==> src/rtl/dmc_defs.svh <==
// constants of the four-channel transfer engine: codes, address windows, counts
// assumes inclusion by its bare name from the package, the checker and the bench
`ifndef DMC_DEFS_SVH
`define DMC_DEFS_SVH
`define DMC_NCH 4
`define DMC_AMODE_STATIC 2'h0
`define DMC_AMODE_INC 2'h1
`define DMC_AMODE_DEC 2'h2
`define DMC_RLD_NEVER 2'h0
`define DMC_RLD_BURST 2'h1
`define DMC_RLD_BLOCK 2'h2
`define DMC_RLD_TRANS 2'h3
`define DMC_PRIO_RR0123 2'h0
`define DMC_PRIO_CH0RR 2'h1
`define DMC_PRIO_CH01RR 2'h2
`define DMC_PRIO_FIXED 2'h3
`define DMC_LINK_CH01_BIT 0
`define DMC_LINK_CH23_BIT 1
`define DMC_EE_FIRST 16'h1000
`define DMC_EE_LAST 16'h1fff
`define DMC_TRIG_PRESENT 8'h7f
`define DMC_BLK_FULL 17'h10000
`endif

==> src/rtl/dmc_pkg.sv <==
// types shared by the transfer engine modules
// assumes dmc_defs.svh on the include path
`include "dmc_defs.svh"
package dmc_pkg;
  typedef logic [15:0] dmc_addr_t;
  typedef logic [7:0] dmc_byte_t;
  typedef logic [16:0] dmc_blk_t;
  typedef enum logic [1:0] {
    DMC_IDLE,
    DMC_REQ,
    DMC_RD,
    DMC_WR
  } dmc_state_e;
endpackage : dmc_pkg

==> src/rtl/dmc_buf.sv <==
// two-entry byte buffer between read and write side, registered output data
// assumes one clock; flush empties it in one cycle
module dmc_buf (
  input wire logic ref_clk,
  input wire logic nrst,
  input wire logic flush,
  input wire logic in_valid,
  input wire dmc_pkg::dmc_byte_t in_data,
  output logic in_ready,
  output logic out_valid,
  input wire logic out_ready,
  output dmc_pkg::dmc_byte_t out_data
);
  import dmc_pkg::*;
  dmc_byte_t mem [2];
  dmc_byte_t next_mem [2];
  logic wptr, rptr, next_wptr, next_rptr;
  logic [1:0] cnt, next_cnt;
  logic push, pop;

  assign in_ready = (cnt != 2'h2);
  assign out_valid = (cnt != 2'h0);
  assign out_data = mem[rptr];
  assign push = in_valid & in_ready;
  assign pop = out_valid & out_ready;

  always_comb begin
    next_mem = mem;
    next_wptr = wptr;
    next_rptr = rptr;
    next_cnt = cnt;
    if (flush) begin
      next_wptr = 1'b0;
      next_rptr = 1'b0;
      next_cnt = 2'h0;
    end else begin
      if (push) begin
        next_mem[wptr] = in_data;
        next_wptr = ~wptr;
      end
      if (pop) begin
        next_rptr = ~rptr;
      end
      next_cnt = cnt + {1'b0, push} - {1'b0, pop};
    end
  end

  always_ff @(posedge ref_clk or negedge nrst) begin
    if (!nrst) begin
      mem[0] <= 8'h00;
      mem[1] <= 8'h00;
      wptr <= 1'b0;
      rptr <= 1'b0;
      cnt <= 2'h0;
    end else begin
      mem <= next_mem;
      wptr <= next_wptr;
      rptr <= next_rptr;
      cnt <= next_cnt;
    end
  end
endmodule : dmc_buf

==> src/rtl/dmc_top.sv <==
// four-channel transfer engine: channel state, arbitration and byte mover
// assumes a shared bus arbiter that grants bus_gnt, and memories that answer
// a held mem_rd with mem_rvalid and a held mem_wr with mem_wack
module dmc_top (
  input wire logic ref_clk,
  input wire logic nrst,
  input wire logic [1:0] channel_priority_select,
  input wire logic [1:0] channel_pair_link_select,
  input wire logic [3:0] ch_enable_set,
  input wire logic [3:0] ch_enable_clr,
  output logic [3:0] ch_enabled,
  input wire logic [3:0] ch_single_shot,
  input wire logic [3:0] ch_repeat_en,
  input wire logic [3:0][7:0] ch_repeat_cnt,
  input wire logic [3:0][15:0] ch_block_cnt,
  input wire logic [3:0][1:0] ch_burst_len,
  input wire logic [3:0][1:0] ch_src_mode,
  input wire logic [3:0][1:0] ch_dst_mode,
  input wire logic [3:0][1:0] ch_src_reload,
  input wire logic [3:0][1:0] ch_dst_reload,
  input wire dmc_pkg::dmc_addr_t [3:0] ch_src_start,
  input wire dmc_pkg::dmc_addr_t [3:0] ch_dst_start,
  input wire logic [3:0][2:0] ch_trig_sel,
  input wire logic [3:0] sw_trig,
  input wire logic [7:0] trig_lines,
  input wire logic [3:0] trn_irq_en,
  input wire logic [3:0] err_irq_en,
  input wire logic [3:0] trn_flag_clr,
  input wire logic [3:0] err_flag_clr,
  output logic [3:0] trn_flag,
  output logic [3:0] err_flag,
  output logic [3:0] trn_irq,
  output logic [3:0] err_irq,
  output logic [3:0] ch_busy,
  output logic [3:0] ch_pend,
  input wire logic cpu_bus_req,
  output logic bus_req,
  input wire logic bus_gnt,
  output dmc_pkg::dmc_addr_t mem_addr,
  output logic mem_rd,
  input wire logic mem_rvalid,
  input wire dmc_pkg::dmc_byte_t mem_rdata,
  output logic mem_wr,
  input wire logic mem_wack,
  output dmc_pkg::dmc_byte_t mem_wdata
);
  import dmc_pkg::*;

  wire [3:0] rdy;
  wire [3:0] trn_end;
  wire dmc_addr_t [3:0] cur_src;
  wire dmc_addr_t [3:0] cur_dst;
  wire dmc_blk_t [3:0] cur_blk;
  dmc_state_e state, next_state;
  logic [1:0] sel, next_sel, last_ch, next_last_ch;
  logic [3:0] bcnt, next_bcnt;
  logic byte_done, burst_done, wr_err, buf_in_ready, buf_out_valid;
  logic [1:0] pick;
  logic found;
  logic [3:0] fixed;
  logic [3:0] burst_bytes;
  logic [1:0] idx;

  // per-channel state
  for (genvar g = 0; g < `DMC_NCH; g++) begin : gen_ch
    logic en, armed, pend, busy, trn_f, err_f;
    logic next_en, next_armed, next_pend, next_busy, next_trn_f, next_err_f;
    dmc_addr_t src, dst, next_src, next_dst;
    dmc_blk_t blk_rem, next_blk_rem;
    logic [7:0] rep_rem, next_rep_rem;
    logic trig, mine, blk_end, more_blk, link_go, trn_set, err_set;
    dmc_blk_t blk_load;
    localparam int PART = g ^ 1;
    localparam logic [7:0] PRES = `DMC_TRIG_PRESENT;

    assign blk_load = (ch_block_cnt[g] == 16'h0000) ? `DMC_BLK_FULL
                                                     : {1'b0, ch_block_cnt[g]};
    // a selected line only counts when its source module is present
    assign trig = sw_trig[g] | (PRES[ch_trig_sel[g]] & trig_lines[ch_trig_sel[g]]);
    assign mine = (sel == 2'(g));
    assign blk_end = burst_done & mine & (blk_rem == 17'h00001);
    assign more_blk = ch_repeat_en[g] & ((ch_repeat_cnt[g] == 8'h00) | (rep_rem > 8'h01));
    assign link_go = trn_end[PART] & channel_pair_link_select[g / 2];
    assign err_set = (wr_err & mine) | (ch_enable_clr[g] & busy);
    assign trn_end[g] = blk_end & ~more_blk;
    assign trn_set = trn_end[g] | (blk_end & ch_repeat_en[g] &
                     (ch_repeat_cnt[g] == 8'h00));
    assign rdy[g] = en & armed;
    assign cur_src[g] = src;
    assign cur_dst[g] = dst;
    assign cur_blk[g] = blk_rem;
    assign ch_enabled[g] = en;
    assign ch_busy[g] = busy;
    assign ch_pend[g] = pend;
    assign trn_flag[g] = trn_f;
    assign err_flag[g] = err_f;
    assign trn_irq[g] = trn_f & trn_irq_en[g];
    assign err_irq[g] = err_f & err_irq_en[g];

    always_comb begin
      next_en = en;
      next_armed = armed;
      next_pend = pend;
      next_busy = busy;
      next_src = src;
      next_dst = dst;
      next_blk_rem = blk_rem;
      next_rep_rem = rep_rem;
      if (en & trig) begin
        if (!armed) begin
          next_armed = 1'b1;
        end else if (!pend) begin
          next_pend = 1'b1;
        end
      end
      if (byte_done & mine) begin
        next_busy = 1'b1;
        next_blk_rem = blk_rem - 17'h00001;
        if (ch_src_mode[g] == `DMC_AMODE_INC) next_src = src + 16'h0001;
        if (ch_src_mode[g] == `DMC_AMODE_DEC) next_src = src - 16'h0001;
        if (ch_dst_mode[g] == `DMC_AMODE_INC) next_dst = dst + 16'h0001;
        if (ch_dst_mode[g] == `DMC_AMODE_DEC) next_dst = dst - 16'h0001;
      end
      if (burst_done & mine) begin
        if (ch_src_reload[g] == `DMC_RLD_BURST) next_src = ch_src_start[g];
        if (ch_dst_reload[g] == `DMC_RLD_BURST) next_dst = ch_dst_start[g];
        if (ch_single_shot[g]) begin
          next_armed = pend;
          next_pend = 1'b0;
        end
      end
      if (blk_end) begin
        if (ch_src_reload[g] == `DMC_RLD_BLOCK) next_src = ch_src_start[g];
        if (ch_dst_reload[g] == `DMC_RLD_BLOCK) next_dst = ch_dst_start[g];
        next_blk_rem = blk_load;
        if (more_blk) begin
          if (ch_repeat_cnt[g] != 8'h00) next_rep_rem = rep_rem - 8'h01;
          if (!ch_single_shot[g]) next_armed = 1'b1;
        end else begin
          if (ch_src_reload[g] == `DMC_RLD_TRANS) next_src = ch_src_start[g];
          if (ch_dst_reload[g] == `DMC_RLD_TRANS) next_dst = ch_dst_start[g];
          next_en = 1'b0;
          next_armed = 1'b0;
          next_pend = 1'b0;
          next_busy = 1'b0;
        end
      end
      if ((ch_enable_set[g] & ~en) | link_go) begin
        next_en = 1'b1;
        next_armed = link_go;
        next_pend = 1'b0;
        next_busy = 1'b0;
        next_src = ch_src_start[g];
        next_dst = ch_dst_start[g];
        next_blk_rem = blk_load;
        next_rep_rem = ch_repeat_cnt[g];
      end
      if (ch_enable_clr[g] | err_set) begin
        next_en = 1'b0;
        next_armed = 1'b0;
        next_pend = 1'b0;
        next_busy = 1'b0;
      end
      next_trn_f = (trn_f & ~trn_flag_clr[g]) | trn_set; // set beats clear
      next_err_f = (err_f & ~err_flag_clr[g]) | err_set;
    end

    always_ff @(posedge ref_clk or negedge nrst) begin
      if (!nrst) begin
        en <= 1'b0;
        armed <= 1'b0;
        pend <= 1'b0;
        busy <= 1'b0;
        trn_f <= 1'b0;
        err_f <= 1'b0;
        src <= 16'h0000;
        dst <= 16'h0000;
        blk_rem <= 17'h00000;
        rep_rem <= 8'h00;
      end else begin
        en <= next_en;
        armed <= next_armed;
        pend <= next_pend;
        busy <= next_busy;
        trn_f <= next_trn_f;
        err_f <= next_err_f;
        src <= next_src;
        dst <= next_dst;
        blk_rem <= next_blk_rem;
        rep_rem <= next_rep_rem;
      end
    end
  end

  // arbitration: fixed part in index order, the rest round robin after last_ch
  always_comb begin
    found = 1'b0;
    pick = 2'h0;
    idx = 2'h0;
    case (channel_priority_select)
      `DMC_PRIO_RR0123: fixed = 4'h0;
      `DMC_PRIO_CH0RR: fixed = 4'h1;
      `DMC_PRIO_CH01RR: fixed = 4'h3;
      `DMC_PRIO_FIXED: fixed = 4'hf;
      default: fixed = 4'hf;
    endcase
    for (int i = 0; i < `DMC_NCH; i++) begin
      if (!found && fixed[i] && rdy[i]) begin
        found = 1'b1;
        pick = 2'(i);
      end
    end
    for (int k = 1; k <= `DMC_NCH; k++) begin
      idx = last_ch + 2'(k);
      if (!found && !fixed[idx] && rdy[idx]) begin
        found = 1'b1;
        pick = idx;
      end
    end
  end

  assign burst_bytes = 4'h1 << ch_burst_len[pick];
  assign mem_addr = (state == DMC_WR) ? cur_dst[sel] : cur_src[sel];
  assign wr_err = (state == DMC_WR) && (cur_dst[sel] >= `DMC_EE_FIRST) &&
                  (cur_dst[sel] <= `DMC_EE_LAST);
  assign bus_req = (state != DMC_IDLE);
  assign mem_rd = (state == DMC_RD) & buf_in_ready;
  assign mem_wr = (state == DMC_WR) & buf_out_valid & ~wr_err;
  assign byte_done = mem_wr & mem_wack;
  assign burst_done = byte_done & (bcnt == 4'h1);

  dmc_buf u_buf (
    .ref_clk(ref_clk),
    .nrst(nrst),
    .flush(wr_err),
    .in_valid(mem_rd & mem_rvalid),
    .in_data(mem_rdata),
    .in_ready(buf_in_ready),
    .out_valid(buf_out_valid),
    .out_ready(mem_wr & mem_wack),
    .out_data(mem_wdata)
  );

  // byte mover
  always_comb begin
    next_state = state;
    next_sel = sel;
    next_last_ch = last_ch;
    next_bcnt = bcnt;
    case (state)
      DMC_IDLE: begin
        if (found) begin
          next_sel = pick;
          next_last_ch = pick;
          next_bcnt = (cur_blk[pick] < {13'h0000, burst_bytes}) ? cur_blk[pick][3:0]
                                                                : burst_bytes;
          next_state = DMC_REQ;
        end
      end
      DMC_REQ: begin
        if (!rdy[sel]) begin
          next_state = DMC_IDLE;
        end else if (bus_gnt && !cpu_bus_req) begin
          next_state = DMC_RD;
        end
      end
      DMC_RD: begin
        if (mem_rd && mem_rvalid) next_state = DMC_WR;
      end
      DMC_WR: begin
        if (wr_err) begin
          next_state = DMC_IDLE;
        end else if (byte_done) begin
          next_bcnt = bcnt - 4'h1;
          next_state = (bcnt == 4'h1) ? DMC_IDLE : DMC_RD;
        end
      end
      default: next_state = DMC_IDLE;
    endcase
  end

  always_ff @(posedge ref_clk or negedge nrst) begin
    if (!nrst) begin
      state <= DMC_IDLE;
      sel <= 2'h0;
      last_ch <= 2'h3;
      bcnt <= 4'h0;
    end else begin
      state <= next_state;
      sel <= next_sel;
      last_ch <= next_last_ch;
      bcnt <= next_bcnt;
    end
  end
endmodule : dmc_top

==> config.mk <==
export PLATFORM = sky130hd
export DESIGN_NAME = dmc_top
export DESIGN_NICKNAME = d
export VERILOG_FILES = /design/src/rtl/dmc_pkg.sv /design/src/rtl/dmc_buf.sv /design/src/rtl/dmc_top.sv
export VERILOG_INCLUDE_DIRS = /design/src /design/src/rtl
export SDC_FILE = /design/constraint.sdc
export NUM_CORES = 1
export LEC_CHECK = 0
export BUFFER_PORTS_ARGS = -buffer_cell sky130_fd_sc_hd__buf_4
export CORE_UTILIZATION = 50
export CTS_CLUSTER_SIZE = 30
export DETAILED_ROUTE_END_ITERATION = 16
export PLACE_DENSITY = 0.72
export SETUP_SLACK_MARGIN = 0.2
export SKIP_LAST_GASP = 1
export SLEW_MARGIN = 20
export SYNTH_ARGS = -nofsm -noshare
export SYNTH_HDL_FRONTEND = slang
export SYNTH_HIERARCHICAL = 1
export SYNTH_SLANG_ARGS = --single-unit
export TNS_END_PERCENT = 1
==> constraint.sdc <==
create_clock -name ref_clk -period 7.48 [get_ports ref_clk]
set_clock_uncertainty 0.05 [all_clocks]
set_input_delay 1.122 -clock ref_clk [delete_from_list [all_inputs] [get_ports ref_clk]]
set_output_delay 1.122 -clock ref_clk [all_outputs]
set_load 0.01 [all_outputs]
# Yosys cells after proc, flatten, opt, wreduce, memory -nomap -nowiden
# Memory sizes are Yosys's and may differ from the RTL's.
# Cells that the tools add are included.
dict set report word_totals {
  regBits 282
  latchBits 0
  mem_bits_rw 0
  mem_bits_ro 32
  input_bits 338
  output_inout_bits 55
  n_memories 4
}
# memory words width rd rd_clocked_by_memory_dff write_ports line_no
set mem_list {}
lappend mem_list {{(name not given)} 8 1 1 0 0 dmc_top.sv:79} ;# assign trig = sw_trig[g] | (PRES[ch_trig_sel[g]] & trig_lines[ch_trig_sel[g]]);
lappend mem_list {{(name not given)} 8 1 1 0 0 dmc_top.sv:79}
lappend mem_list {{(name not given)} 8 1 1 0 0 dmc_top.sv:79}
lappend mem_list {{(name not given)} 8 1 1 0 0 dmc_top.sv:79}
dict set report classes {
  add_sub_neg 30
  n_mul 0
  div 0
  order_cmp 20
  eq_ne 65
  shifts 1
  muxes 291
  bitwise 133
  n_reduce_logical 84
}
# op n
set op_table {}
lappend op_table {{16-bit two-way mux} 83}
lappend op_table {{17-bit two-way mux} 17}
lappend op_table {{8-bit two-way mux} 20}
lappend op_table {{1-bit two-way mux} 130}
lappend op_table {{16-bit by 1-bit adder with 16-bit output, second input constant} 8}
lappend op_table {{16-bit by 1-bit subtractor with 16-bit output, second input constant} 8}
lappend op_table {{1-bit bitwise AND} 80}
lappend op_table {{17-bit by 1-bit equality test with 1-bit output, second input constant} 4}
lappend op_table {{17-bit by 1-bit subtractor with 17-bit output, second input constant} 4}
lappend op_table {{16-bit binary-select mux with 2-bit select} 2}
lappend op_table {{16-bit logical NOT} 4}
lappend op_table {{2-bit equality test, second input constant} 30}
lappend op_table {{2-bit by 1-bit equality test with 1-bit output, second input constant} 19}
lappend op_table {{17-bit binary-select mux with 2-bit select} 1}
lappend op_table {{2-bit nonzero test} 17}
lappend op_table {{8-bit by 1-bit greater-than comparator with 1-bit output, second input constant} 4}
lappend op_table {{8-bit logical NOT} 4}
lappend op_table {{1-bit bitwise OR} 32}
lappend op_table {{8-bit nonzero test} 4}
lappend op_table {{8-bit by 1-bit subtractor with 8-bit output, second input constant} 4}
lappend op_table {{2-bit two-way mux} 15}
lappend op_table {{3-bit nonzero test} 8}
lappend op_table {{1-bit logical AND} 20}
lappend op_table {{1-bit NOT} 19}
lappend op_table {{other kinds (33)} 87}

# Depth between registers and ports, before layout
# Gate-level depths: netlist of the first run.
dict set report logic_depth {
  ltp_word 39
  depth_mapped 17
  ltp_nobuf 15
}

# Cells and area by module
# Netlist of the first run, hierarchy kept.
# module instances cells_each area_each_um2 seq_area_each_um2
set modules_own_cells {}
lappend modules_own_cells {dmc_top 1 2421 19467.4 6558.8}
lappend modules_own_cells {dmc_buf 1 66 940.9 500.5}

# Worst setup path after synthesis of the first run
# No wires, ideal clock.
dict set report synth_path {
  kind {in2reg}
  from {in channel_priority_select[1]}
  to {reg bcnt[2]}
  arrival_time_ns 4.831
  required_ns 7.336
  setup_slack_ns 2.506
  cell_stages 16
  path_cell_list {clkbuf_1 nand3b_1 a21o_1 a211oi_1 mux2_2 a211oi_2 o21ai_0 a22oi_1 nand2_1 ha_1 o21a_1 o21ai_0 nand2_1 a211oi_1 a211oi_1 a211oi_1}
}
dict set report synth_via {
  elab_chain_cells 39
}
# item line_no
set synth_rtl {}
lappend synth_rtl {{from (decl)} dmc_top.sv:7} ;# input wire logic [1:0] channel_priority_select,
lappend synth_rtl {{2-bit equality test, or another cell as far along} dmc_top.sv:200} ;# case (channel_priority_select)
lappend synth_rtl {{4-bit case mux with 4 select lines (*)} dmc_top.sv:200}
lappend synth_rtl {{1-bit logical AND} dmc_top.sv:208} ;# if (!found && fixed[i] && rdy[i]) begin
lappend synth_rtl {{1-bit two-way mux} dmc_top.sv:208}
lappend synth_rtl {{1-bit logical NOT} dmc_top.sv:208}
lappend synth_rtl {{1-bit logical AND (2 in a row)} dmc_top.sv:208}
lappend synth_rtl {{1-bit two-way mux} dmc_top.sv:208}
lappend synth_rtl {{1-bit logical NOT} dmc_top.sv:208}
lappend synth_rtl {{[... 22 more ...]} --}
lappend synth_rtl {{2-bit two-way mux} dmc_top.sv:215} ;# if (!found && !fixed[idx] && rdy[idx]) begin
lappend synth_rtl {{2-bit binary-select mux with 2-bit select} dmc_top.sv:222} ;# assign burst_bytes = 4'h1 << ch_burst_len[pick];
lappend synth_rtl {{2-bit two-way mux (not written as such)} dmc_top.sv:222}
lappend synth_rtl {{1-bit by 2-bit << shifter with 4-bit output} dmc_top.sv:222}
lappend synth_rtl {{17-bit by 4-bit less-than comparator with 1-bit output} dmc_top.sv:255} ;# next_bcnt = (cur_blk[pick] < {13'h0000, burst_bytes}) ? cur_blk[pick][3:0]
lappend synth_rtl {{4-bit two-way mux} dmc_top.sv:255}
lappend synth_rtl {{4-bit two-way mux} dmc_top.sv:252} ;# if (found) begin
lappend synth_rtl {{4-bit case mux with 2 select lines} dmc_top.sv:250} ;# case (state)
lappend synth_rtl {{to (signal assigned)} dmc_top.sv:292} ;# bcnt <= next_bcnt;
lappend synth_rtl {{to (decl)} dmc_top.sv:56} ;# logic [3:0] bcnt, next_bcnt;
# Every way passes the cells marked *; elsewhere a longest branch is shown, timed or not. The select of a mux whose other input is x is not followed.
# A chain may end at the register's enable or synchronous reset.

# Worst setup path in the final report of the first run
dict set report layout_path {
  from {reg sel[0]}
  to {reg gen_ch[1].blk_rem[5]}
}
dict set report layout_via {
  elab_chain_cells 15
}
# item line_no
set layout_rtl {}
lappend layout_rtl {{from (decl)} dmc_top.sv:55} ;# logic [1:0] sel, next_sel, last_ch, next_last_ch;
lappend layout_rtl {{from (signal assigned)} dmc_top.sv:290} ;# sel <= next_sel;
lappend layout_rtl {{16-bit binary-select mux with 2-bit select} {dmc_top.sv:224, dmc_top.sv:225}}
lappend layout_rtl {{16-bit two-way mux (not written as such)} {dmc_top.sv:224, dmc_top.sv:225}}
lappend layout_rtl {{16-bit by 13-bit greater-or-equal comparator with 1-bit output (no line)} --}
lappend layout_rtl {{1-bit logical AND (2 in a row)} dmc_top.sv:224} ;# assign wr_err = (state == DMC_WR) && (cur_dst[sel] >= `DMC_EE_FIRST) &&
lappend layout_rtl {{1-bit NOT (no line)} --}
lappend layout_rtl {{1-bit bitwise AND} dmc_top.sv:228} ;# assign mem_wr = (state == DMC_WR) & buf_out_valid & ~wr_err;
lappend layout_rtl {{1-bit bitwise AND} dmc_top.sv:229} ;# assign byte_done = mem_wr & mem_wack;
lappend layout_rtl {{1-bit bitwise AND} dmc_top.sv:230} ;# assign burst_done = byte_done & (bcnt == 4'h1);
lappend layout_rtl {{1-bit bitwise AND (2 in a row)} dmc_top.sv:81} ;# assign blk_end = burst_done & mine & (blk_rem == 17'h00001);
lappend layout_rtl {{1-bit bitwise AND} dmc_top.sv:85} ;# assign trn_end[g] = blk_end & ~more_blk;
lappend layout_rtl {{1-bit bitwise AND} dmc_top.sv:83} ;# assign link_go = trn_end[PART] & channel_pair_link_select[g / 2];
lappend layout_rtl {{1-bit bitwise OR} dmc_top.sv:148} ;# if ((ch_enable_set[g] & ~en) | link_go) begin
lappend layout_rtl {{3-bit nonzero test (no line) or 17-bit two-way mux (tied branches)} --}
lappend layout_rtl {{to (signal assigned)} dmc_top.sv:189} ;# blk_rem <= next_blk_rem;
lappend layout_rtl {{to (decl)} dmc_top.sv:69} ;# dmc_blk_t blk_rem, next_blk_rem;
# Parallel ways exist; a longest one is shown, timed or not. The select of a mux whose other input is x is not followed.

==> flow_summary.rst, run 1 <==
.. list-table::
   :header-rows: 1

   * - Metric
     - Value
   * - Iteration count of the initial detailed-routing pass
     - 5
   * - R2R setup slack
     - 2.25 ns
   * - Number of stages on the worst setup path
     - 10
   * - Clock H-tree levels
     - 2
   * - Area added between synthesis and finish
     - 20.8%
   * - Main synth FF type
     - dfrtp_1
   * - Buffers plus inverters on the worst setup path
     - 0
   * - Antenna violations before repair
     - 5
   * - Final worst-path cycle share
     - 69.9%
   * - Detailed Route WL
     - 66200 um
   * - Final global-route overflow total
     - 0
   * - Yosys reg bits
     - 282
   * - Detailed-route wire length per cell
     - 20.0 um
   * - Final setup fails
     - 0
   * - Hold Crit Depth
     - 2
   * - RSZ-0062 raised after global routing
     - false
   * - Status
     - complete, no violations
   * - Maximum VDD drop
     - 0.000184 V
   * - Largest incremental delay on the critical path
     - 0.83 ns
   * - Largest buffer count on any clock path
     - 3
   * - Clock net sink count
     - 282
   * - Detailed Place HPWL
     - 50300 um
   * - Leakage power summed over all cells
     - 10.0 nW
   * - Fraction of layout instances using a drive strength above 1
     - 20.9%
   * - Die Span X
     - 204 um
   * - Post-DR vias/cell
     - 6.05
   * - Top fanout value on the critical path
     - 39
   * - Cell at the slowest stage of the critical path
     - dfrtp_4
   * - Number of cells traversed by the worst register-to-register path
     - 10
   * - Height of the chip
     - 204 um
   * - Average cell area after synthesis
     - 8.21 um2
   * - Setup TNS
     - 0 ns
   * - Worst hold slack
     - 0.432 ns
   * - Critical Path RT
     - 7.88 ns
   * - Fmax achieved
     - 191 MHz
   * - Resized cells post-CTS
     - 0
   * - Count of nets after finishing
     - 3142
   * - Post-layout power
     - 6.49 mW
   * - Wire length of the first global-routing pass
     - 101000 um
   * - Post-Syn Instances
     - 2487
   * - Most frequent cells in the layout
     - buf_4 (401), nand2_1 (308), dfrtp_1 (279), o21ai_0 (270), nor2_1 (204)
   * - Critical path class
     - reg -> reg
   * - Vias after detailed routing
     - 20100
   * - Arr. time, crit path
     - 5.63 ns
   * - Ys async rst share
     - 100%
   * - Transition at the pin with the smallest max-transition slack
     - 1.03 ns
   * - Area taken by flip-flops and latches
     - 7060 um2
   * - Number of enable flip-flop cells after synthesis
     - 0
   * - CTS tree
     - done
   * - Iteration-0 DRC count of the detailed router
     - 1838
   * - Cells taking the most area after synthesis
     - dfrtp_1 (34%), o21ai_0 (6.7%), nand2_1 (5.7%), a21oi_1 (4.0%), mux4_2 (4.0%)
   * - Kind of end point of the critical path
     - register
   * - Synthesized Nets
     - 2864
   * - Number of setup buffers added after CTS
     - 0
   * - Clock root buffer master
     - clkbuf_16
   * - FILL cells
     - 3514
   * - Area occupied by multi-input gates
     - 12400 um2
   * - Number of top-level design ports
     - 393
   * - Largest net degree at the start of global routing
     - 77
   * - Family with the most delay on the worst path
     - simple AND/OR/NAND/NOR gates
   * - Final Slew Violations
     - 0
   * - Number of rows created at floorplan
     - 73
   * - Final Hold Fails
     - 0
   * - Utilization of the core after routing
     - 61.6%
   * - Pwr dens
     - 263 nW/um2
   * - I/O Buffers
     - 391
   * - Combined global-route utilization of all metal layers
     - 31.1%
   * - Cell Chain, Critical Path
     - mux4_2 -> or4b_1 -> and4_1 -> nand3_2 -> nor2_2 -> a21oi_4 -> nand2_1 -> nor4_1 -> a21oi_1 -> o21ai_0
   * - Full die area
     - 41600 um2
   * - Clock transition at the register clock pins on the worst setup and hold paths after CTS
     - 0.06 ns
   * - Synth top area share
     - 34.3%
   * - Number of distinct library cells after synthesis
     - 92
   * - Slew HR
     - 31.5%
   * - Share of the yosys chip area belonging to registers
     - 34.6%
   * - Clock period minus final worst setup slack
     - 5.23 ns
   * - Total of max-cap violations
     - 0
   * - Number of global-route vias before repair
     - 18400
   * - Yosys top cell by area
     - dfrtp_1
   * - HP Class
     - reg -> reg
   * - Syn. warnings
     - 6
   * - Most frequent standard cell in the layout excluding fill and tap cells
     - buf_4
   * - Count of nets left with antenna violations after detail routing
     - 0
   * - Kind of start point of the critical path
     - register
   * - Post-detailed-route DRC marker count
     - 0
   * - CTS Buf Count
     - 36
   * - Weighted congestion reported at the end of routability-driven placement
     - 0.948
   * - Clock latency at the later pin of the worst-skew pair
     - 0.54 ns
   * - Placeable core region
     - 40000 um2
   * - Post-CTS Hold Buffers
     - 0
   * - Synthesized cell area
     - 20400 um2
   * - Starting density of the core
     - 51.0%
[final timing paths]
path / to / from
setup / recovery: gen_ch[1].blk_rem[5] / sel[0]
hold / removal: gen_ch[2].blk_rem[6] / gen_ch[2].blk_rem[6]
setup reg to reg: gen_ch[1].blk_rem[5] / sel[0]
hold reg to reg: gen_ch[2].blk_rem[6] / gen_ch[2].blk_rem[6]
max in group asynchronous: sel[0] / nrst
min in group asynchronous: gen_ch[2].src[12] / nrst
[routing by layer]
metal  track usage [%]  wire (um)  vias up
li1                  -          -     9539
met1              45.1      29800     9664
met2              46.8      29400      764
met3              5.79       5250      100
met4              9.46       1690        2
met5                 0         13        -
[layout make-up]
type	count	area share [%]
Antenna cell	3	0.0305
Clock buffer	51	4.30
Clock inverter	12	0.863
Inverter	68	1.04
Multi-Input combinational cell	1974	50.1
Sequential cell	282	28.7
Tap cell	525	2.67
Timing Repair Buffer	403	12.3
[cell families (layout without fill, tap and decap cells)]
family,after synthesis,after routing,share of synthesized area (%)
mux,104,104,7.57
simple gates,1016,1016,24.9
fa+ha+maj,39,39,2.39
xor+xnor,149,149,6.39
compound gates,666,666,19.1
flops,282,282,34.6
other cells,0,3,0
buf+inv,231,534,5.06
[state kept, by name, indices dropped and copies added, names as in the netlist]
signal and flops:
gen_ch.busy 4, gen_ch.en 4, gen_ch.pend 4, u_buf/wptr 1
gen_ch.blk_rem 68, gen_ch.trn_f 4, gen_ch.armed 4, state 2
gen_ch.rep_rem 32, u_buf/cnt 2, u_buf/rptr 1, gen_ch.src 64
sel 2, last_ch 2, gen_ch.dst 64, bcnt 4
u_buf/mem 16, gen_ch.err_f 4
[per-stage QoR]
stage	setup slack [ns]	cells	area, um2
after floorplan	2.51	2487	20400
after detailed placement	1.98	3251	23300
after global routing	1.85	3316	24600
final	2.25	3318	24600
after global placement	2.03	3251	23300
after CTS	2.01	3314	24600
[worst register-to-register path, cell delays in order (launching register included)]
cell and delay (ns):
dfrtp_4 0.83, mux4_2 0.67, or4b_1 0.72, and4_1 0.50, nand3_2 0.27, nor2_2 0.10
a21oi_4 0.58, nand2_1 0.73, nor4_1 0.46, a21oi_1 0.06, o21ai_0 0.17
[synth_stat cells, drive strengths merged, types with 6 or more instances]
master / n
nand2: 310
o21ai: 301
dfrtp: 280
nor2: 208
a21oi: 167
clkbuf: 93
nor3: 91
xnor2: 90
nand3: 78
buf: 70
inv: 68
nor4: 66
xor2: 59
mux2: 43
ha: 39
mux4: 36
a31oi: 35
or3: 35
nor2b: 34
and2: 31
or4: 31
nand2b: 29
nand4: 27
and3: 25
mux2i: 25
o22ai: 25
a22oi: 21
a211oi: 14
o211ai: 14
nand3b: 11
or2: 11
nor3b: 9
a41oi: 8
and4: 8
o221ai: 8
o31ai: 8
a21o: 7
a21boi: 6
[power breakdown]
group          internal [mW]  total, mW  switching [mW]
sequential              1.85       2.36           0.510
combinational           1.06       2.24            1.18
clock                   1.19       1.89           0.705
total                   4.09       6.49            2.39
No activity file was read; power rests on OpenSTA's default activity.
==> run 2: changes to the inputs <==
==> constraint.sdc (replaced) <==
create_clock -name ref_clk -period 5.48 [get_ports ref_clk]
set_clock_uncertainty 0.05 [all_clocks]
set_input_delay 0.822 -clock ref_clk [delete_from_list [all_inputs] [get_ports ref_clk]]
set_output_delay 0.822 -clock ref_clk [all_outputs]
set_load 0.01 [all_outputs]
==> run 2 against run 1 <==
- combinational power rose by 39%
- count of clock-buffer cells in the layout up 4
- setup slack lost 1.6 ns
- sequential power rose by 35%
- final cell count up 0.21%
- global-route usage increased by 0.48 points
- clock power grew 37%
- largest cell class unchanged
- highest routed layer unchanged
==> flow_summary.rst, run 2 (synthesis results as in run 1) <==
.. list-table::
   :header-rows: 1

   * - Metric
     - Value
   * - Full die area
     - 41600 um2 (unchanged)
   * - Iteration count of the initial detailed-routing pass
     - 8 (+3)
   * - Kind of end point of the critical path
     - register
   * - Vias after detailed routing
     - 20100 (-0.085%)
   * - DP Worst Slack
     - 0.479 ns (-1.50 ns)
   * - Combined global-route utilization of all metal layers
     - 31.5% (+0.48 points)
   * - Met1 Routed Length
     - 29400 um (-1.4%)
   * - Largest register by flop count
     - gen_ch.blk_rem
   * - Maximum VDD drop
     - 0.000244 V (+32%)
   * - Post-layout power
     - 8.89 mW (+37%)
   * - Final Slew Violations
     - 0 (unchanged)
   * - Clock transition at the register clock pins on the worst setup and hold paths after CTS
     - 0.06 ns (about the same)
   * - Number of global-route vias before repair
     - 18700 (+1.2%)
   * - Final worst-path cycle share
     - 87.7% (+18 points)
   * - Detailed-route wire length per cell
     - 20.0 um (about the same)
   * - Slew HR
     - 30.9% (-0.59 points)
   * - Iteration-0 DRC count of the detailed router
     - 1980 (+7.7%)
   * - Wire length of the first global-routing pass
     - 103000 um (+1.9%)
   * - Pwr dens
     - 360 nW/um2 (+37%)
   * - CTS tree
     - done
   * - Kind of start point of the critical path
     - register
   * - Largest net degree at the start of global routing
     - 140 (+82%)
   * - Clock period minus final worst setup slack
     - 4.80 ns (-0.426 ns)
   * - Clock H-tree levels
     - 2 (unchanged)
   * - Leakage power summed over all cells
     - 10.0 nW (+0.28%)
   * - Total of max-cap violations
     - 0 (unchanged)
   * - Top fanout value on the critical path
     - 32 (-18%)
   * - Detailed Place HPWL
     - 50400 um (+0.15%)
   * - Weighted congestion reported at the end of routability-driven placement
     - 0.932 (-1.7%)
   * - Critical Path RT
     - 5.89 ns (-1.99 ns)
   * - Total length of routed met3 wires
     - 6070 um (+16%)
   * - Placeable core region
     - 40000 um2 (unchanged)
   * - Status
     - complete, no violations
   * - Count of nets after finishing
     - 3146 (+0.13%)
   * - Largest buffer count on any clock path
     - 3 (unchanged)
   * - Post-CTS Hold Buffers
     - 0 (unchanged)
   * - Final global-route overflow total
     - 0 (unchanged)
   * - Worst Setup Slack, final
     - 0.677 ns (-1.57 ns)
   * - Final Hold Fails
     - 0 (unchanged)
   * - CTS Buf Count
     - 37 (+2.8%)
   * - Routed length on met2
     - 29100 um (-1.0%)
   * - Count of nets left with antenna violations after detail routing
     - 0 (unchanged)
   * - Most frequent cells in the layout
     - buf_4 (404), nand2_1 (308), dfrtp_1 (279), o21ai_0 (270), nor2_1 (204)
   * - I/O Buffers
     - 391 (unchanged)
   * - Final setup fails
     - 0 (unchanged)
   * - Clock root buffer master
     - clkbuf_16
   * - Flip-flop count of the largest register, all copies and words added
     - 68 (unchanged)
   * - Largest registers
     - gen_ch.blk_rem: 68 flops, gen_ch.dst: 64 flops, gen_ch.src: 64 flops
   * - Fraction of layout instances using a drive strength above 1
     - 21.2% (+0.23 points)
   * - Arr. time, crit path
     - 5.21 ns (-0.42 ns)
   * - Area added between synthesis and finish
     - 21.0%
   * - Height of the chip
     - 204 um (unchanged)
   * - Clock net sink count
     - 282 (unchanged)
   * - Clock latency at the later pin of the worst-skew pair
     - 0.56 ns (+0.02 ns)
   * - Starting density of the core
     - 51.0% (unchanged)
   * - Setup TNS
     - 0 ns (unchanged)
   * - Critical path class
     - reg -> reg
   * - HP Class
     - in -> async
   * - Top sig layer
     - met5
   * - Number of setup buffers added after CTS
     - 0 (unchanged)
   * - Post-detailed-route DRC marker count
     - 0 (unchanged)
   * - Number of top-level design ports
     - 393 (unchanged)
   * - RSZ-0062 raised after global routing
     - false
   * - Resized cells post-CTS
     - 0 (unchanged)
   * - Antenna violations before repair
     - 5 (unchanged)
   * - Most frequent standard cell in the layout excluding fill and tap cells
     - buf_4
   * - Post-DR vias/cell
     - 6.03 (-0.30%)
   * - Number of rows created at floorplan
     - 73 (unchanged)
   * - Fmax achieved
     - 208 MHz (+8.9%)
   * - Detailed Route WL
     - 66400 um (+0.28%)
   * - Transition at the pin with the smallest max-transition slack
     - 1.04 ns (+0.00939 ns)
   * - Die Span X
     - 204 um (unchanged)
## run 2: cell types whose count changed in the layout (fill, tap and decap cells not counted)
| cell | delta |
|---|---|
| buf_4 | +3 |
| bufinv_16 | -3 |
| clkbuf_8 | +3 |
| clkbuf_16 | +2 |
| clkinvlp_4 | +2 |
| buf_12 | +1 |
| buf_6 | -1 |
| clkbuf_1 | -1 |
| dfrtp_2 | +1 |
| dfrtp_4 | -1 |
| inv_6 | +1 |
| o21ai_2 | -1 |
| o21ai_4 | +1 |
## run 2: worst max-delay path, stage by stage, from the launching register on
cell and delay, ns:
dfrtp_2 0.56, mux4_2 0.62, or4b_1 0.72, and4_1 0.26, buf_4 0.20, nand3_2 0.16
nor2_2 0.09, a21oi_4 0.59, nand2_1 0.72, nor4_1 0.45, a21oi_1 0.07, o21ai_0 0.18
## run 2: stage by stage
stage	area (um2)	std cells	util, %	hold WS, ns
floorplan	20400	2487	-	0.393
global placement	23400	3255	58.4	0.410
detailed placement	23400	3255	58.4	0.419
CTS	24700	3322	61.7	0.233
global route	24700	3323	61.7	0.261
finish	24700	3325	61.7	0.186
## run 2: area by class of cell
type / instances / area, um2
Clock inverter: 12 / 146
Antenna cell: 3 / 7.51
Multi-Input combinational cell: 1974 / 12400
Sequential cell: 282 / 7060
Inverter: 68 / 255
Clock buffer: 55 / 1150
Fill cell: 3511 / 15300
Timing Repair Buffer: 406 / 3070
Tap cell: 525 / 657
## run 2: worst paths after layout
check | from | to | slack [ns] | cells past startpoint
setup / recovery | sel[0] | gen_ch[1].blk_rem[5] | 0.68 | 11
hold / removal | nrst | gen_ch[2].src[7] | 0.19 | 1
setup reg to reg | sel[0] | gen_ch[1].blk_rem[5] | 0.68 | 11
hold reg to reg | gen_ch[2].blk_rem[6] | gen_ch[2].blk_rem[6] | 0.43 | 2
max in group asynchronous | nrst | gen_ch[3].rep_rem[3] | 3.81 | 2
min in group ref_clk | trn_flag_clr[2] | gen_ch[2].trn_f | 0.39 | 2
## run 2: power breakdown
group / total, mW / internal [mW] / switching [mW]
Sequential: 3.19 / 2.52 / 0.671
Combinational: 3.11 / 1.47 / 1.64
Clock: 2.59 / 1.59 / 0.996
## run 2: per-layer routing
metal  vias up  track usage, %
met4         6            9.09
li1       9528               -
met5         -               0
met3       111            6.57
met2       882            47.2
met1      9525            45.8
